<file path="config.mk">
export PLATFORM = sky130hd
export DESIGN_NAME = csr_core_regs
export DESIGN_NICKNAME = d
export VERILOG_FILES = /design/src/design/csr_pkg.sv /design/src/design/csr_core_regs.sv
export SDC_FILE = /design/constraint.sdc
export NUM_CORES = 1
export LEC_CHECK = 0
export BUFFER_PORTS_ARGS = -buffer_cell sky130_fd_sc_hd__buf_2
export CAP_MARGIN = 5
export CORE_MARGIN = 4
export CORE_UTILIZATION = 60
export DETAILED_ROUTE_END_ITERATION = 8
export HOLD_SLACK_MARGIN = 0.06
export PLACE_DENSITY = 0.83
export SYNTH_ARGS = -nofsm -noshare
export SYNTH_HDL_FRONTEND = slang
export SYNTH_SLANG_ARGS = --single-unit
export TNS_END_PERCENT = 10
</file>
<file path="constraint.sdc">
create_clock -name clk -period 3.55 [get_ports clk]
set_clock_uncertainty 0.2 [all_clocks]
set_input_delay 0.355 -clock clk [delete_from_list [all_inputs] [get_ports clk]]
set_output_delay 0.355 -clock clk [all_outputs]
set_load 0.02 [all_outputs]
</file>
<file path="src/design/csr_pkg.sv">
// csr_pkg: constants, types and field layout of the core shadow and stack register block.
// Assumes one clock domain, an 8-bit register port and a 14-bit information read port.
package csr_pkg;
    // register port addresses
    localparam logic [15:0] ADR_STATUS_SHADOW = 16'h1fe4;
    localparam logic [15:0] ADR_WORKING_SHADOW = 16'h1fe5;
    localparam logic [15:0] ADR_BANK_SHADOW = 16'h1fe6;
    localparam logic [15:0] ADR_PCL_SHADOW = 16'h1fe7;
    localparam logic [15:0] ADR_IND0_LO = 16'h1fe8;
    localparam logic [15:0] ADR_IND0_HI = 16'h1fe9;
    localparam logic [15:0] ADR_IND1_LO = 16'h1fea;
    localparam logic [15:0] ADR_IND1_HI = 16'h1feb;
    localparam logic [15:0] ADR_STACK_INDEX = 16'h1fed;
    localparam logic [15:0] ADR_STACK_LO = 16'h1fee;
    localparam logic [15:0] ADR_STACK_HI = 16'h1fef;
    localparam logic [15:0] ADR_IRQ_CTRL = 16'h1ff0;
    localparam logic [15:0] ADR_IRQ_FLAG = 16'h1ff1;
    localparam logic [15:0] ADR_STATUS_LIVE = 16'h1ff2;
    // interrupt control fields
    localparam int GIE_BIT = 7;
    localparam int EXT_EN_BIT = 1;
    localparam int EDGE_SEL_BIT = 0;
    localparam int EXT_FLAG_BIT = 0;
    localparam logic [7:0] IRQ_CTRL_RST = 8'h01;
    // information regions
    localparam logic [15:0] DEV_INFO_BASE = 16'h8100;
    localparam logic [15:0] DEV_INFO_LAST = 16'h811f;
    localparam logic [15:0] CFG_INFO_BASE = 16'h8200;
    localparam logic [15:0] CFG_INFO_LAST = 16'h821f;
    localparam logic [15:0] CFG_ERASE_ROW = 16'h8200;
    localparam logic [15:0] CFG_WRITE_LATCH = 16'h8201;
    localparam logic [15:0] CFG_USER_ROWS = 16'h8202;
    localparam logic [15:0] CFG_EE_SIZE = 16'h8203;
    localparam logic [15:0] CFG_PIN_TOTAL = 16'h8204;
    localparam logic [13:0] ERASE_ROW_SIZE = 14'h0020;
    localparam logic [13:0] WRITE_LATCH_COUNT = 14'h0020;
    localparam logic [13:0] USER_ROW_COUNT = 14'h0080;
    localparam logic [13:0] EEPROM_SIZE = 14'h0100;
    // stack
    localparam int STACK_DEPTH = 32;
    localparam logic [15:0] STACK_RST = 16'h0000;
    localparam logic [4:0] STACK_INDEX_RST = 5'h00;

    // live status: watchdog expiry, power-down, zero, nibble carry, carry
    typedef struct packed {
        logic watchdog_expiry_flag;
        logic powerdown_flag;
        logic zero;
        logic nibble_carry_flag;
        logic carry;
    } csr_status_t;
    localparam csr_status_t STATUS_RST = 5'h18;

    // core context saved on interrupt entry
    typedef struct packed {
        logic [7:0] working;
        logic [5:0] bank;
        logic [6:0] pc_latch;
        logic [15:0] ind0;
        logic [15:0] ind1;
    } csr_ctx_t;

    typedef enum logic [4:0] {
        ALU_ADD = 5'b00001,
        ALU_SUB = 5'b00010,
        ALU_LOGIC = 5'b00100,
        ALU_ROTL = 5'b01000,
        ALU_ROTR = 5'b10000
    } csr_alu_op_t;
endpackage

</file>
<file path="src/design/csr_core_regs.sv">
// csr_core_regs: shadow context, stack window, external interrupt flag, status
// flags and read-only information regions of a small 8-bit core.
// Assumes synchronous inputs, one-cycle strobes and single-clock core events.
//
// Behaviour
// - edge select 1 catches rising pin edge, 0 catches falling edge.
// - interrupt flag sets on its event regardless of any enable bit.
// - stack window reads and writes the entry chosen by the stack index.
// - window reachable as high and low byte registers, entries reset to zero.
// - stack index holds a five-bit location field in its low bits.
// - status shadow: bits 4,3 read-only copies, bits 2..0 read-write.
// - expiry flag 1 at power-up, clear or sleep; 0 after watchdog time-out.
// - power-down flag 1 at power-up or clear, 0 after sleep.
// - zero flag is 1 exactly when an add, subtract or logic result is zero; rotates leave it unchanged.
// - nibble carry follows carry out of low four result bits on add/sub.
// - carry follows carry out of the top result bit on add/sub.
// - subtract adds two's complement; rotates load carry from top or bottom bit.
// - working shadow is 8-bit read-write, kept across ordinary reset.
// - bank shadow is 6-bit read-write, kept across ordinary reset.
// - pc-latch shadow is 7-bit read-write, kept across ordinary reset.
// - two 16-bit indirect shadows with byte access, kept across reset.
// - configuration region is fixed, readable and never writable.
// - configuration region reports 32, 32, 128, 256 and pin total.
// - device region holds fixed identifier and calibration words, read-only.
// - global enable 1 lets interrupts through, 0 blocks them all.
`timescale 1ns/100ps
module csr_core_regs
    import csr_pkg::*;
#(
    parameter logic [13:0] PIN_TOTAL = 14'h0014,
    parameter logic [13:0] UID_SEED = 14'h1a5c,  // arbitrary value
    parameter logic [13:0] CAL_FILL = 14'h0000
) (
    // clock and reset
    input wire logic clk,
    input wire logic srst,
    // register port
    input wire logic [15:0] reg_addr,
    input wire logic [7:0] reg_wdata,
    input wire logic reg_wr,
    input wire logic reg_rd,
    output logic [7:0] reg_rdata,
    // information read port
    input wire logic info_rd,
    input wire logic [15:0] info_addr,
    output logic [13:0] info_data,
    // core events
    input wire logic irq_enter,
    input wire logic irq_return,
    input wire csr_ctx_t core_ctx,
    input wire logic wdt_timeout,
    input wire logic wdt_clear,
    input wire logic sleep_exec,
    input wire logic alu_valid,
    input wire csr_alu_op_t alu_op,
    input wire logic [7:0] alu_a,
    input wire logic [7:0] alu_b,
    // external interrupt pin
    input wire logic ext_pin,
    // outputs to core
    output csr_status_t status,
    output csr_ctx_t restore_ctx,
    output logic restore_valid,
    output logic ext_irq_flag,
    output logic irq_request
);
    // flag update from one alu operation
    function automatic csr_status_t alu_flags(csr_status_t cur, csr_alu_op_t op,
                                              logic [7:0] a, logic [7:0] b);
        csr_status_t f;
        logic [8:0] sum;
        logic [4:0] nib;
        logic [7:0] bb;
        f = cur;
        bb = (op == ALU_SUB) ? ~b : b;
        sum = {1'b0, a} + {1'b0, bb} + {8'h00, op == ALU_SUB};
        nib = {1'b0, a[3:0]} + {1'b0, bb[3:0]} + {4'h0, op == ALU_SUB};
        unique case (op)
            ALU_ADD, ALU_SUB: begin
                f.zero = (sum[7:0] == 8'h00);
                f.nibble_carry_flag = nib[4];
                f.carry = sum[8];
            end
            ALU_LOGIC: f.zero = (a == 8'h00);
            ALU_ROTL: f.carry = a[7];
            ALU_ROTR: f.carry = a[0];
            default: f = cur;
        endcase
        return f;
    endfunction

    // read-only information words
    function automatic logic [13:0] info_word(logic [15:0] a, logic [13:0] pins,
                                              logic [13:0] seed, logic [13:0] fill);
        logic [13:0] w;
        w = 14'h0000;
        if (a >= CFG_INFO_BASE && a <= CFG_INFO_LAST) begin
            unique case (a)
                CFG_ERASE_ROW: w = ERASE_ROW_SIZE;
                CFG_WRITE_LATCH: w = WRITE_LATCH_COUNT;
                CFG_USER_ROWS: w = USER_ROW_COUNT;
                CFG_EE_SIZE: w = EEPROM_SIZE;
                CFG_PIN_TOTAL: w = pins;
                default: w = 14'h0000;
            endcase
        end else if (a >= DEV_INFO_BASE && a <= DEV_INFO_LAST) begin
            w = (a[4:0] < 5'h0a) ? (seed ^ {9'h000, a[4:0]}) : fill;
        end
        return w;
    endfunction

    // state
    logic [15:0] stack_mem_ff [STACK_DEPTH];
    logic [15:0] nxt_stack_word;
    logic stack_we;
    logic [4:0] stack_index_ff, nxt_stack_index;
    csr_status_t status_ff, nxt_status;
    logic [4:0] status_shadow_ff, nxt_status_shadow;
    csr_ctx_t ctx_shadow_ff, nxt_ctx_shadow;
    csr_ctx_t restore_ctx_ff, nxt_restore_ctx;
    logic restore_valid_ff, nxt_restore_valid;
    logic [7:0] irq_ctrl_ff, nxt_irq_ctrl;
    logic ext_flag_ff, nxt_ext_flag;
    logic pin_prev_ff, nxt_pin_prev;
    logic irq_req_ff, nxt_irq_req;
    logic [7:0] rdata_ff, nxt_rdata;
    logic [13:0] info_ff, nxt_info;
    logic ext_edge;
    logic [15:0] stack_cur;

    assign stack_cur = stack_mem_ff[stack_index_ff];

    // register writes, shadows and stack
    always_comb begin
        nxt_stack_index = stack_index_ff;
        nxt_status_shadow = status_shadow_ff;
        nxt_ctx_shadow = ctx_shadow_ff;
        nxt_irq_ctrl = irq_ctrl_ff;
        nxt_stack_word = stack_cur;
        stack_we = 1'b0;
        if (reg_wr) begin
            unique case (reg_addr)
                ADR_STATUS_SHADOW: nxt_status_shadow[2:0] = reg_wdata[2:0];
                ADR_WORKING_SHADOW: nxt_ctx_shadow.working = reg_wdata;
                ADR_BANK_SHADOW: nxt_ctx_shadow.bank = reg_wdata[5:0];
                ADR_PCL_SHADOW: nxt_ctx_shadow.pc_latch = reg_wdata[6:0];
                ADR_IND0_LO: nxt_ctx_shadow.ind0[7:0] = reg_wdata;
                ADR_IND0_HI: nxt_ctx_shadow.ind0[15:8] = reg_wdata;
                ADR_IND1_LO: nxt_ctx_shadow.ind1[7:0] = reg_wdata;
                ADR_IND1_HI: nxt_ctx_shadow.ind1[15:8] = reg_wdata;
                ADR_STACK_INDEX: nxt_stack_index = reg_wdata[4:0];
                ADR_STACK_LO: begin
                    nxt_stack_word = {stack_cur[15:8], reg_wdata};
                    stack_we = 1'b1;
                end
                ADR_STACK_HI: begin
                    nxt_stack_word = {reg_wdata, stack_cur[7:0]};
                    stack_we = 1'b1;
                end
                ADR_IRQ_CTRL: nxt_irq_ctrl = reg_wdata;
                default: nxt_irq_ctrl = irq_ctrl_ff;
            endcase
        end
        // hardware save beats a software write in the same cycle
        if (irq_enter) begin
            nxt_status_shadow = status_ff;
            nxt_ctx_shadow = core_ctx;
        end
    end

    // shadows have no reset: their contents survive ordinary resets
    always_ff @(posedge clk) begin
        status_shadow_ff <= nxt_status_shadow;
        ctx_shadow_ff <= nxt_ctx_shadow;
    end

    always_ff @(posedge clk) begin
        if (srst) begin
            for (int i = 0; i < STACK_DEPTH; i++) begin
                stack_mem_ff[i] <= STACK_RST;
            end
            stack_index_ff <= STACK_INDEX_RST;
            irq_ctrl_ff <= IRQ_CTRL_RST;
        end else begin
            if (stack_we) begin
                stack_mem_ff[stack_index_ff] <= nxt_stack_word;
            end
            stack_index_ff <= nxt_stack_index;
            irq_ctrl_ff <= nxt_irq_ctrl;
        end
    end

    // live status, interrupt flag, restore path
    always_comb begin
        nxt_status = status_ff;
        if (alu_valid) begin
            nxt_status = alu_flags(status_ff, alu_op, alu_a, alu_b);
        end
        if (irq_return) begin
            nxt_status.zero = status_shadow_ff[2];
            nxt_status.nibble_carry_flag = status_shadow_ff[1];
            nxt_status.carry = status_shadow_ff[0];
        end
        if (wdt_clear) begin
            nxt_status.watchdog_expiry_flag = 1'b1;
            nxt_status.powerdown_flag = 1'b1;
        end
        if (sleep_exec) begin
            nxt_status.watchdog_expiry_flag = 1'b1;
            nxt_status.powerdown_flag = 1'b0;
        end
        // a time-out is the newer event, so it wins over a clear
        if (wdt_timeout) begin
            nxt_status.watchdog_expiry_flag = 1'b0;
        end
        nxt_pin_prev = ext_pin;
        ext_edge = irq_ctrl_ff[EDGE_SEL_BIT] ? (ext_pin & ~pin_prev_ff)
                                            : (~ext_pin & pin_prev_ff);
        nxt_ext_flag = ext_flag_ff;
        if (reg_wr && reg_addr == ADR_IRQ_FLAG && !reg_wdata[EXT_FLAG_BIT]) begin
            nxt_ext_flag = 1'b0;
        end
        if (ext_edge) begin
            nxt_ext_flag = 1'b1;
        end
        nxt_irq_req = nxt_ext_flag & irq_ctrl_ff[EXT_EN_BIT] & irq_ctrl_ff[GIE_BIT];
        nxt_restore_valid = irq_return;
        nxt_restore_ctx = irq_return ? ctx_shadow_ff : restore_ctx_ff;
    end

    always_ff @(posedge clk) begin
        if (srst) begin
            status_ff <= STATUS_RST;
            ext_flag_ff <= 1'b0;
            pin_prev_ff <= 1'b0;
            irq_req_ff <= 1'b0;
            restore_valid_ff <= 1'b0;
            restore_ctx_ff <= '0;
        end else begin
            status_ff <= nxt_status;
            ext_flag_ff <= nxt_ext_flag;
            pin_prev_ff <= nxt_pin_prev;
            irq_req_ff <= nxt_irq_req;
            restore_valid_ff <= nxt_restore_valid;
            restore_ctx_ff <= nxt_restore_ctx;
        end
    end

    // read data, one cycle after the strobe; unmapped reads give zero
    always_comb begin
        nxt_rdata = 8'h00;
        if (reg_rd) begin
            unique case (reg_addr)
                ADR_STATUS_SHADOW: nxt_rdata = {3'h0, status_shadow_ff};
                ADR_WORKING_SHADOW: nxt_rdata = ctx_shadow_ff.working;
                ADR_BANK_SHADOW: nxt_rdata = {2'h0, ctx_shadow_ff.bank};
                ADR_PCL_SHADOW: nxt_rdata = {1'b0, ctx_shadow_ff.pc_latch};
                ADR_IND0_LO: nxt_rdata = ctx_shadow_ff.ind0[7:0];
                ADR_IND0_HI: nxt_rdata = ctx_shadow_ff.ind0[15:8];
                ADR_IND1_LO: nxt_rdata = ctx_shadow_ff.ind1[7:0];
                ADR_IND1_HI: nxt_rdata = ctx_shadow_ff.ind1[15:8];
                ADR_STACK_INDEX: nxt_rdata = {3'h0, stack_index_ff};
                ADR_STACK_LO: nxt_rdata = stack_cur[7:0];
                ADR_STACK_HI: nxt_rdata = stack_cur[15:8];
                ADR_IRQ_CTRL: nxt_rdata = irq_ctrl_ff;
                ADR_IRQ_FLAG: nxt_rdata = {7'h00, ext_flag_ff};
                ADR_STATUS_LIVE: nxt_rdata = {3'h0, status_ff};
                default: nxt_rdata = 8'h00;
            endcase
        end
        nxt_info = info_rd ? info_word(info_addr, PIN_TOTAL, UID_SEED, CAL_FILL)
                           : 14'h0000;
    end

    always_ff @(posedge clk) begin
        if (srst) begin
            rdata_ff <= 8'h00;
            info_ff <= 14'h0000;
        end else begin
            rdata_ff <= nxt_rdata;
            info_ff <= nxt_info;
        end
    end

    assign reg_rdata = rdata_ff;
    assign info_data = info_ff;
    assign status = status_ff;
    assign restore_ctx = restore_ctx_ff;
    assign restore_valid = restore_valid_ff;
    assign ext_irq_flag = ext_flag_ff;
    assign irq_request = irq_req_ff;
endmodule // csr_core_regs

</file>
==> metrics, run 1 <==
status=complete, but fails checks; violated checks=DRC; Clock transition at path regs=0.06 ns; critical path type=in2reg; core area=48,000 µm²; Max VDD drop=0.501 mV; Area after DPL=32,200 µm²; Die H=229 µm; vias=21,700; Pwr Density=498 nW/µm²; data arrival time of the critical path=3.81 ns; dpl hpwl=57,400 µm; IO buf count=206; Most used DFF post-synth=edfxtp_1; Boundary Pins=209; routability cong.=1.02; warnings from Yosys=0; Hold Crit Class=in2reg; Rel. slew slack=28.1%; largest net degree at the start of global routing=85; fin area=35,400 µm²; Post-Syn Area=29,300 µm²; final setup violation count=0; Placed Cells incl. Taps=3,051; initial antenna violation count=5; TNS Setup=0 ns; Tot GR Track Use=34.0%; Post-Route WL=91,000 µm; Tmin final=3.46 ns; Async S/R FF share, synth=0%; Die Area=52,500 µm²; Max-cap violations=0; P&R area growth vs syn=20.5%; Via density=6.67; first-pass GRT wire length=134,000 µm; CTS Sinks=668; post-synth cell types=70; Core Rows=80; DRC=5; register area share after synthesis=65.0%; EDFF count, synth=570; Nets=2,724; Synth Register Bits=668; CP Launch Point=srst; Num CTS Buffers=68; chip width=229 µm; Root Driver=clkbuf_16; most frequent cells in the layout=nor2_1, edfxtp_1, buf_2; Max clock buf depth=3; vias in the first global route=21,800; Period Utilization, post-route=97.5%; cell with the most instances on the worst path=dlygate4sd3_1; Layout Cells excl Fill=3,255; total power=17.6 mW; CTS H-tree lvls=3; Initial DRT Pass Iterations=9; total gr overflow=0; CTS tree=done; Worst EP required=3.89 ns; Core Util, Final=73.6%; Lkg Pwr=13.2 nW; RSZ-0062 raised after global routing=yes; share of cells above drive strength 1=24.1%; slew of the pin with the lowest slew margin=1.08 ns; most common cell after layout, fill and taps aside=nor2_1; Initial Util=61.1%; worst-path cell chain=dlygate4sd3_1, buf_4, nand4bb_4, nor4_4, nand4_1, or4b_2, dlygate4sd3_1, o21ai_0, dlygate4sd3_1; Worst Path Buf+Inv=4; slowest stage delay, CP=0.66 ns; final slew viol count=0; Clk Latency, worst-skew pair=0.61 ns; antenna viol nets, final=0; Post-Synthesis Cells=2,242; crit path max fanout=27; startpoint types=input pin; Final Hold Fails=0; wire length per cell=28.0 µm; fmax=289 MHz; min-delay src=info_addr[7]; Slowest cell on crit path=or4b_2; Iteration-0 DRC Markers=3,453; cell family with most CP delay=buffers and inverters; Avg Inst Size Synth=13.1 µm²; CP Capture Type=register
-- cell usage after synthesis, types with 9 or more instances --
cell,count,area share [%]
nor2_1,620,7.9
o21ai_0,15,0.26
buf_2,72,1.2
nand2b_1,46,0.98
buf_1,14,0.18
o22ai_1,38,0.81
mux4_2,114,8.7
xor2_1,10,0.30
nand3_1,19,0.32
and3_1,13,0.28
a31oi_1,9,0.19
a222oi_1,9,0.31
nand2_1,163,2.1
nor3_1,11,0.19
nand4_1,9,0.19
a21oi_1,25,0.43
dfxtp_1,98,6.7
a22oi_1,22,0.56
nor4_1,15,0.32
clkbuf_1,74,0.95
nor2b_1,14,0.30
edfxtp_1,570,58
mux2i_1,125,4.3
-- metal layers --
layer,track usage [%],up-vias,wire length [µm]
met1,44.1,10500,30100
met4,17.4,6,5120
met5,0,-,39
li1,-,8833,-
met3,8.04,383,12400
met2,54.4,1967,43300
-- power by group --
part	switching, mW	internal, mW	leakage, nW
Sequential	0.166	8.86	6.44
Combinational	0.710	0.447	5.63
Clock	3.01	4.41	1.11
Total	3.89	13.7	13.2
-- metrics by stage --
| stage | setup slack, ns | hold WS [ns] |
|---|---|---|
| 2_1_floorplan | 0.325 | 0.227 |
| 3_3_place_gp | 0.184 | 0.267 |
| 3_5_place_dp | 0.0623 | 0.278 |
| 4_1_cts | 0.0405 | 0.0639 |
| 5_1_grt | 0.0150 | 0.131 |
| 6_report | 0.0881 | 0.0997 |
-- registers in the layout, summed over array words and instances (netlist names), named ones only --
name / flops
restore_ctx: 53
stack_mem_ff: 512
irq_ctrl_ff: 8
ext_irq_flag: 1
reg_rdata: 8
stack_index_ff: 5
pin_prev_ff: 1
status: 5
irq_request: 1
restore_valid: 1
status_shadow_ff: 5
ctx_shadow_ff: 53
info_data: 10
-- repair_timing --
| action | in CTS | in global routing |
|---|---|---|
| hold buffers | 82 | 0 |
| gates resized for setup | 0 | 4 |
| setup buffers | 0 | 1 |
| endpoints found under the hold margin | 87 | 0 |
| setup endpoints to repair | 0 | 93 |
-- worst min-delay path: stages --
cell	delay, ns
buf_2	0.08
nor3_1	0.04
nand4_1	0.13
nor2_1	0.07
and3_1	0.18
-- cell type report --
cell class	count	area, µm²
diodes	2	5.00
well taps	615	769
fillers	2783	12700
repair buffers	450	3540
multi-input cells	1393	9660
clock buffers	90	1940
inverters	8	30.0
flip-flops and latches	668	19100
clock inverters	29	335
-- path summary, 6_finish.rpt --
path              slack (ns)  depth (start not counted)             endpoint
setup reg to reg        0.22                          7  stack_mem_ff[20][8]
hold reg to reg         0.30                          2       restore_ctx[6]
setup / recovery        0.09                          9         info_data[2]
hold / removal           0.1                          5         info_data[8]
-- cells by family (layout without fill, tap and decap cells) --
kind of cell / after synthesis / after routing / share of synthesized area [%]
AOI/OAI and AO/OA: 160 / 160 / 3.76
other: 1 / 4 / 0.0128
xor gates and xnor gates: 13 / 13 / 0.388
adders and majority gates: 9 / 9 / 0.409
muxes: 246 / 246 / 13.3
and+or+nand+nor: 963 / 963 / 14.2
DFF: 668 / 668 / 65.0
buffers and inverters: 182 / 577 / 2.92
No activity file was read; power rests on OpenSTA's default activity.
==> run 2: changes to the inputs <==
--- a/config.mk
+++ b/config.mk
@@ -8,10 +8,10 @@
 export BUFFER_PORTS_ARGS = -buffer_cell sky130_fd_sc_hd__buf_2
 export CAP_MARGIN = 5
 export CORE_MARGIN = 4
-export CORE_UTILIZATION = 60
+export CORE_UTILIZATION = 55
 export DETAILED_ROUTE_END_ITERATION = 8
 export HOLD_SLACK_MARGIN = 0.06
-export PLACE_DENSITY = 0.83
+export PLACE_DENSITY = 0.78
 export SYNTH_ARGS = -nofsm -noshare
 export SYNTH_HDL_FRONTEND = slang
 export SYNTH_SLANG_ARGS = --single-unit
==> run 2 against run 1 <==
  * The run now ends clean
  * Core utilization shrank 6.3 points
  * First-iteration DRC count shrank 10%
  * Total power shrank 2.5%
  * Sequential share of layout area shrank 0.076 points
  * Global-route usage shrank 3.0 points
  * Routed wire length shrank 2.0%
  * Critical path type is now reg2reg
  * Critical endpoint is now stack_mem_ff[16][3]
  * Largest power group unchanged
==> metrics, run 2 (synthesis gave the netlist of run 1 again) <==
Boundary Pins=209; Post-Route WL=89,200 µm; post-CTS resize count=0; Clk Latency, worst-skew pair=0.61 ns; vias=21,300; startpoint types=register; total gr overflow=0; IO buf count=206; Root Driver=clkbuf_16; Iteration-0 DRC Markers=3,093; data arrival time of the critical path=3.54 ns; share of cells above drive strength 1=24.8%; Tot GR Track Use=31.0%; crit path max fanout=36; antenna viol nets, final=0; Tmin final=3.29 ns; R2R cell count=8; most frequent cells in the layout=nor2_1, edfxtp_1, buf_2; multi-input logic area=9620 µm²; final slew viol count=0; Hold Path End=status[2]; CP Capture Type=register; CTS tree=done; Pwr Density=485 nW/µm²; TNS Setup=0 ns; Max-cap violations=0; worst slack at placement=0.368 ns; vias in the first global route=21,200; CTS H-tree lvls=3; RSZ-0062 raised after global routing=no; critical path type=reg2reg; max FFs per register=512; initial antenna violation count=4; routability cong.=0.963; slew of the pin with the lowest slew margin=1.06 ns; first-pass GRT wire length=133,000 µm; setup slack, reg-to-reg=0.26 ns; Max VDD drop=0.411 mV; most common cell after layout, fill and taps aside=nor2_1; Die Area=57,100 µm²; CTS Sinks=668; DRC=0; FF+latch area=19,100 µm²; P&R area growth vs syn=20.7%; Lkg Pwr=13.2 nW; hold path depth=4; Clock transition at path regs=0.06 ns; Num CTS Buffers=68; Initial DRT Pass Iterations=8; Period Utilization, post-route=92.7%; total power=17.2 mW; status=finished clean; core area=52,700 µm²; Worst EP required=3.80 ns; Placed Cells incl. Taps=3,152; fmax=304 MHz; Nets=2,749; reg2reg end=stack_mem_ff[16][3]; setup slack after layout=0.260 ns; Rel. slew slack=29.2%; min-delay src=alu_a[3]; wire length per cell=26.6 µm; Core Util, Final=67.3%; # fillers=3,457; final setup violation count=0; chip width=239 µm; Biggest register=stack_mem_ff; Core Rows=84; Via density=6.34; Final Hold Fails=0; Die H=239 µm; dpl hpwl=60,000 µm; largest net degree at the start of global routing=65; Layout Cells excl Fill=3,357; Initial Util=55.7%; Hold Crit Class=in2reg; Max clock buf depth=3
run 2: cell count changes in the layout (fill, tap and decap cells not counted), moves of 4 or more:
cell,previous run,this run
buf_4,127,158
clkinv_2,7,12
bufinv_16,8,4
inv_6,0,4
buf_12,37,33
run 2: layer usage:
layer | wire length (µm) | track usage (%)
met5 | 20 | 0
met4 | 4970 | 15.4
met3 | 11500 | 7.54
met2 | 42000 | 49.1
met1 | 30700 | 40.6
run 2: worst max-delay path, stage by stage, from the launching register on:
cell	delay, ns
dfxtp_4	0.48
buf_12	0.27
buf_4	0.33
mux4_2	0.26
o22ai_1	0.10
nor4_1	0.86
mux2i_4	0.22
buf_12	0.25
nor2_1	0.14
run 2: what timing repair did:
item,in CTS,in global routing
hold buffers,80,0
buffers inserted,0,0
endpoints found under the hold margin,87,0
run 2: worst max path at each step:
stage / end / slack [ns]
after global placement: stack_mem_ff[15][3] / 0.39
after floorplan: stack_mem_ff[14][0] / 0.33
after global routing: stack_mem_ff[23][4] / 0.26
after CTS: stack_mem_ff[16][3] / 0.34
final: stack_mem_ff[16][3] / 0.26
after detailed placement: stack_mem_ff[16][3] / 0.37
run 2: metrics by stage:
stage / area [µm²] / hold slack [ns]
after CTS: 35400 / 0.0891
final: 35400 / 0.123
after global routing: 35400 / 0.140
after detailed placement: 32500 / 0.277
after global placement: 32500 / 0.269
after floorplan: 29400 / 0.227
run 2: final cells by class:
| class | instances | share of cell area (%) |
|---|---|---|
| Sequential cell | 668 | 53.9 |
| Multi-Input combinational cell | 1393 | 27.2 |
| Timing Repair Buffer | 475 | 10.4 |
| Clock buffer | 86 | 5.17 |
| Tap cell | 688 | 2.43 |
| Clock inverter | 35 | 0.855 |
| Inverter | 8 | 0.0848 |
| Antenna cell | 4 | 0.0283 |
run 2: where the power goes:
group          switching, mW  total, mW  internal (mW)  leakage (nW)
clock                   3.02       6.98           3.97          1.05
sequential             0.163       9.02           8.86          6.44
combinational          0.708       1.16          0.448          5.72
total                   3.89       17.2           13.3          13.2
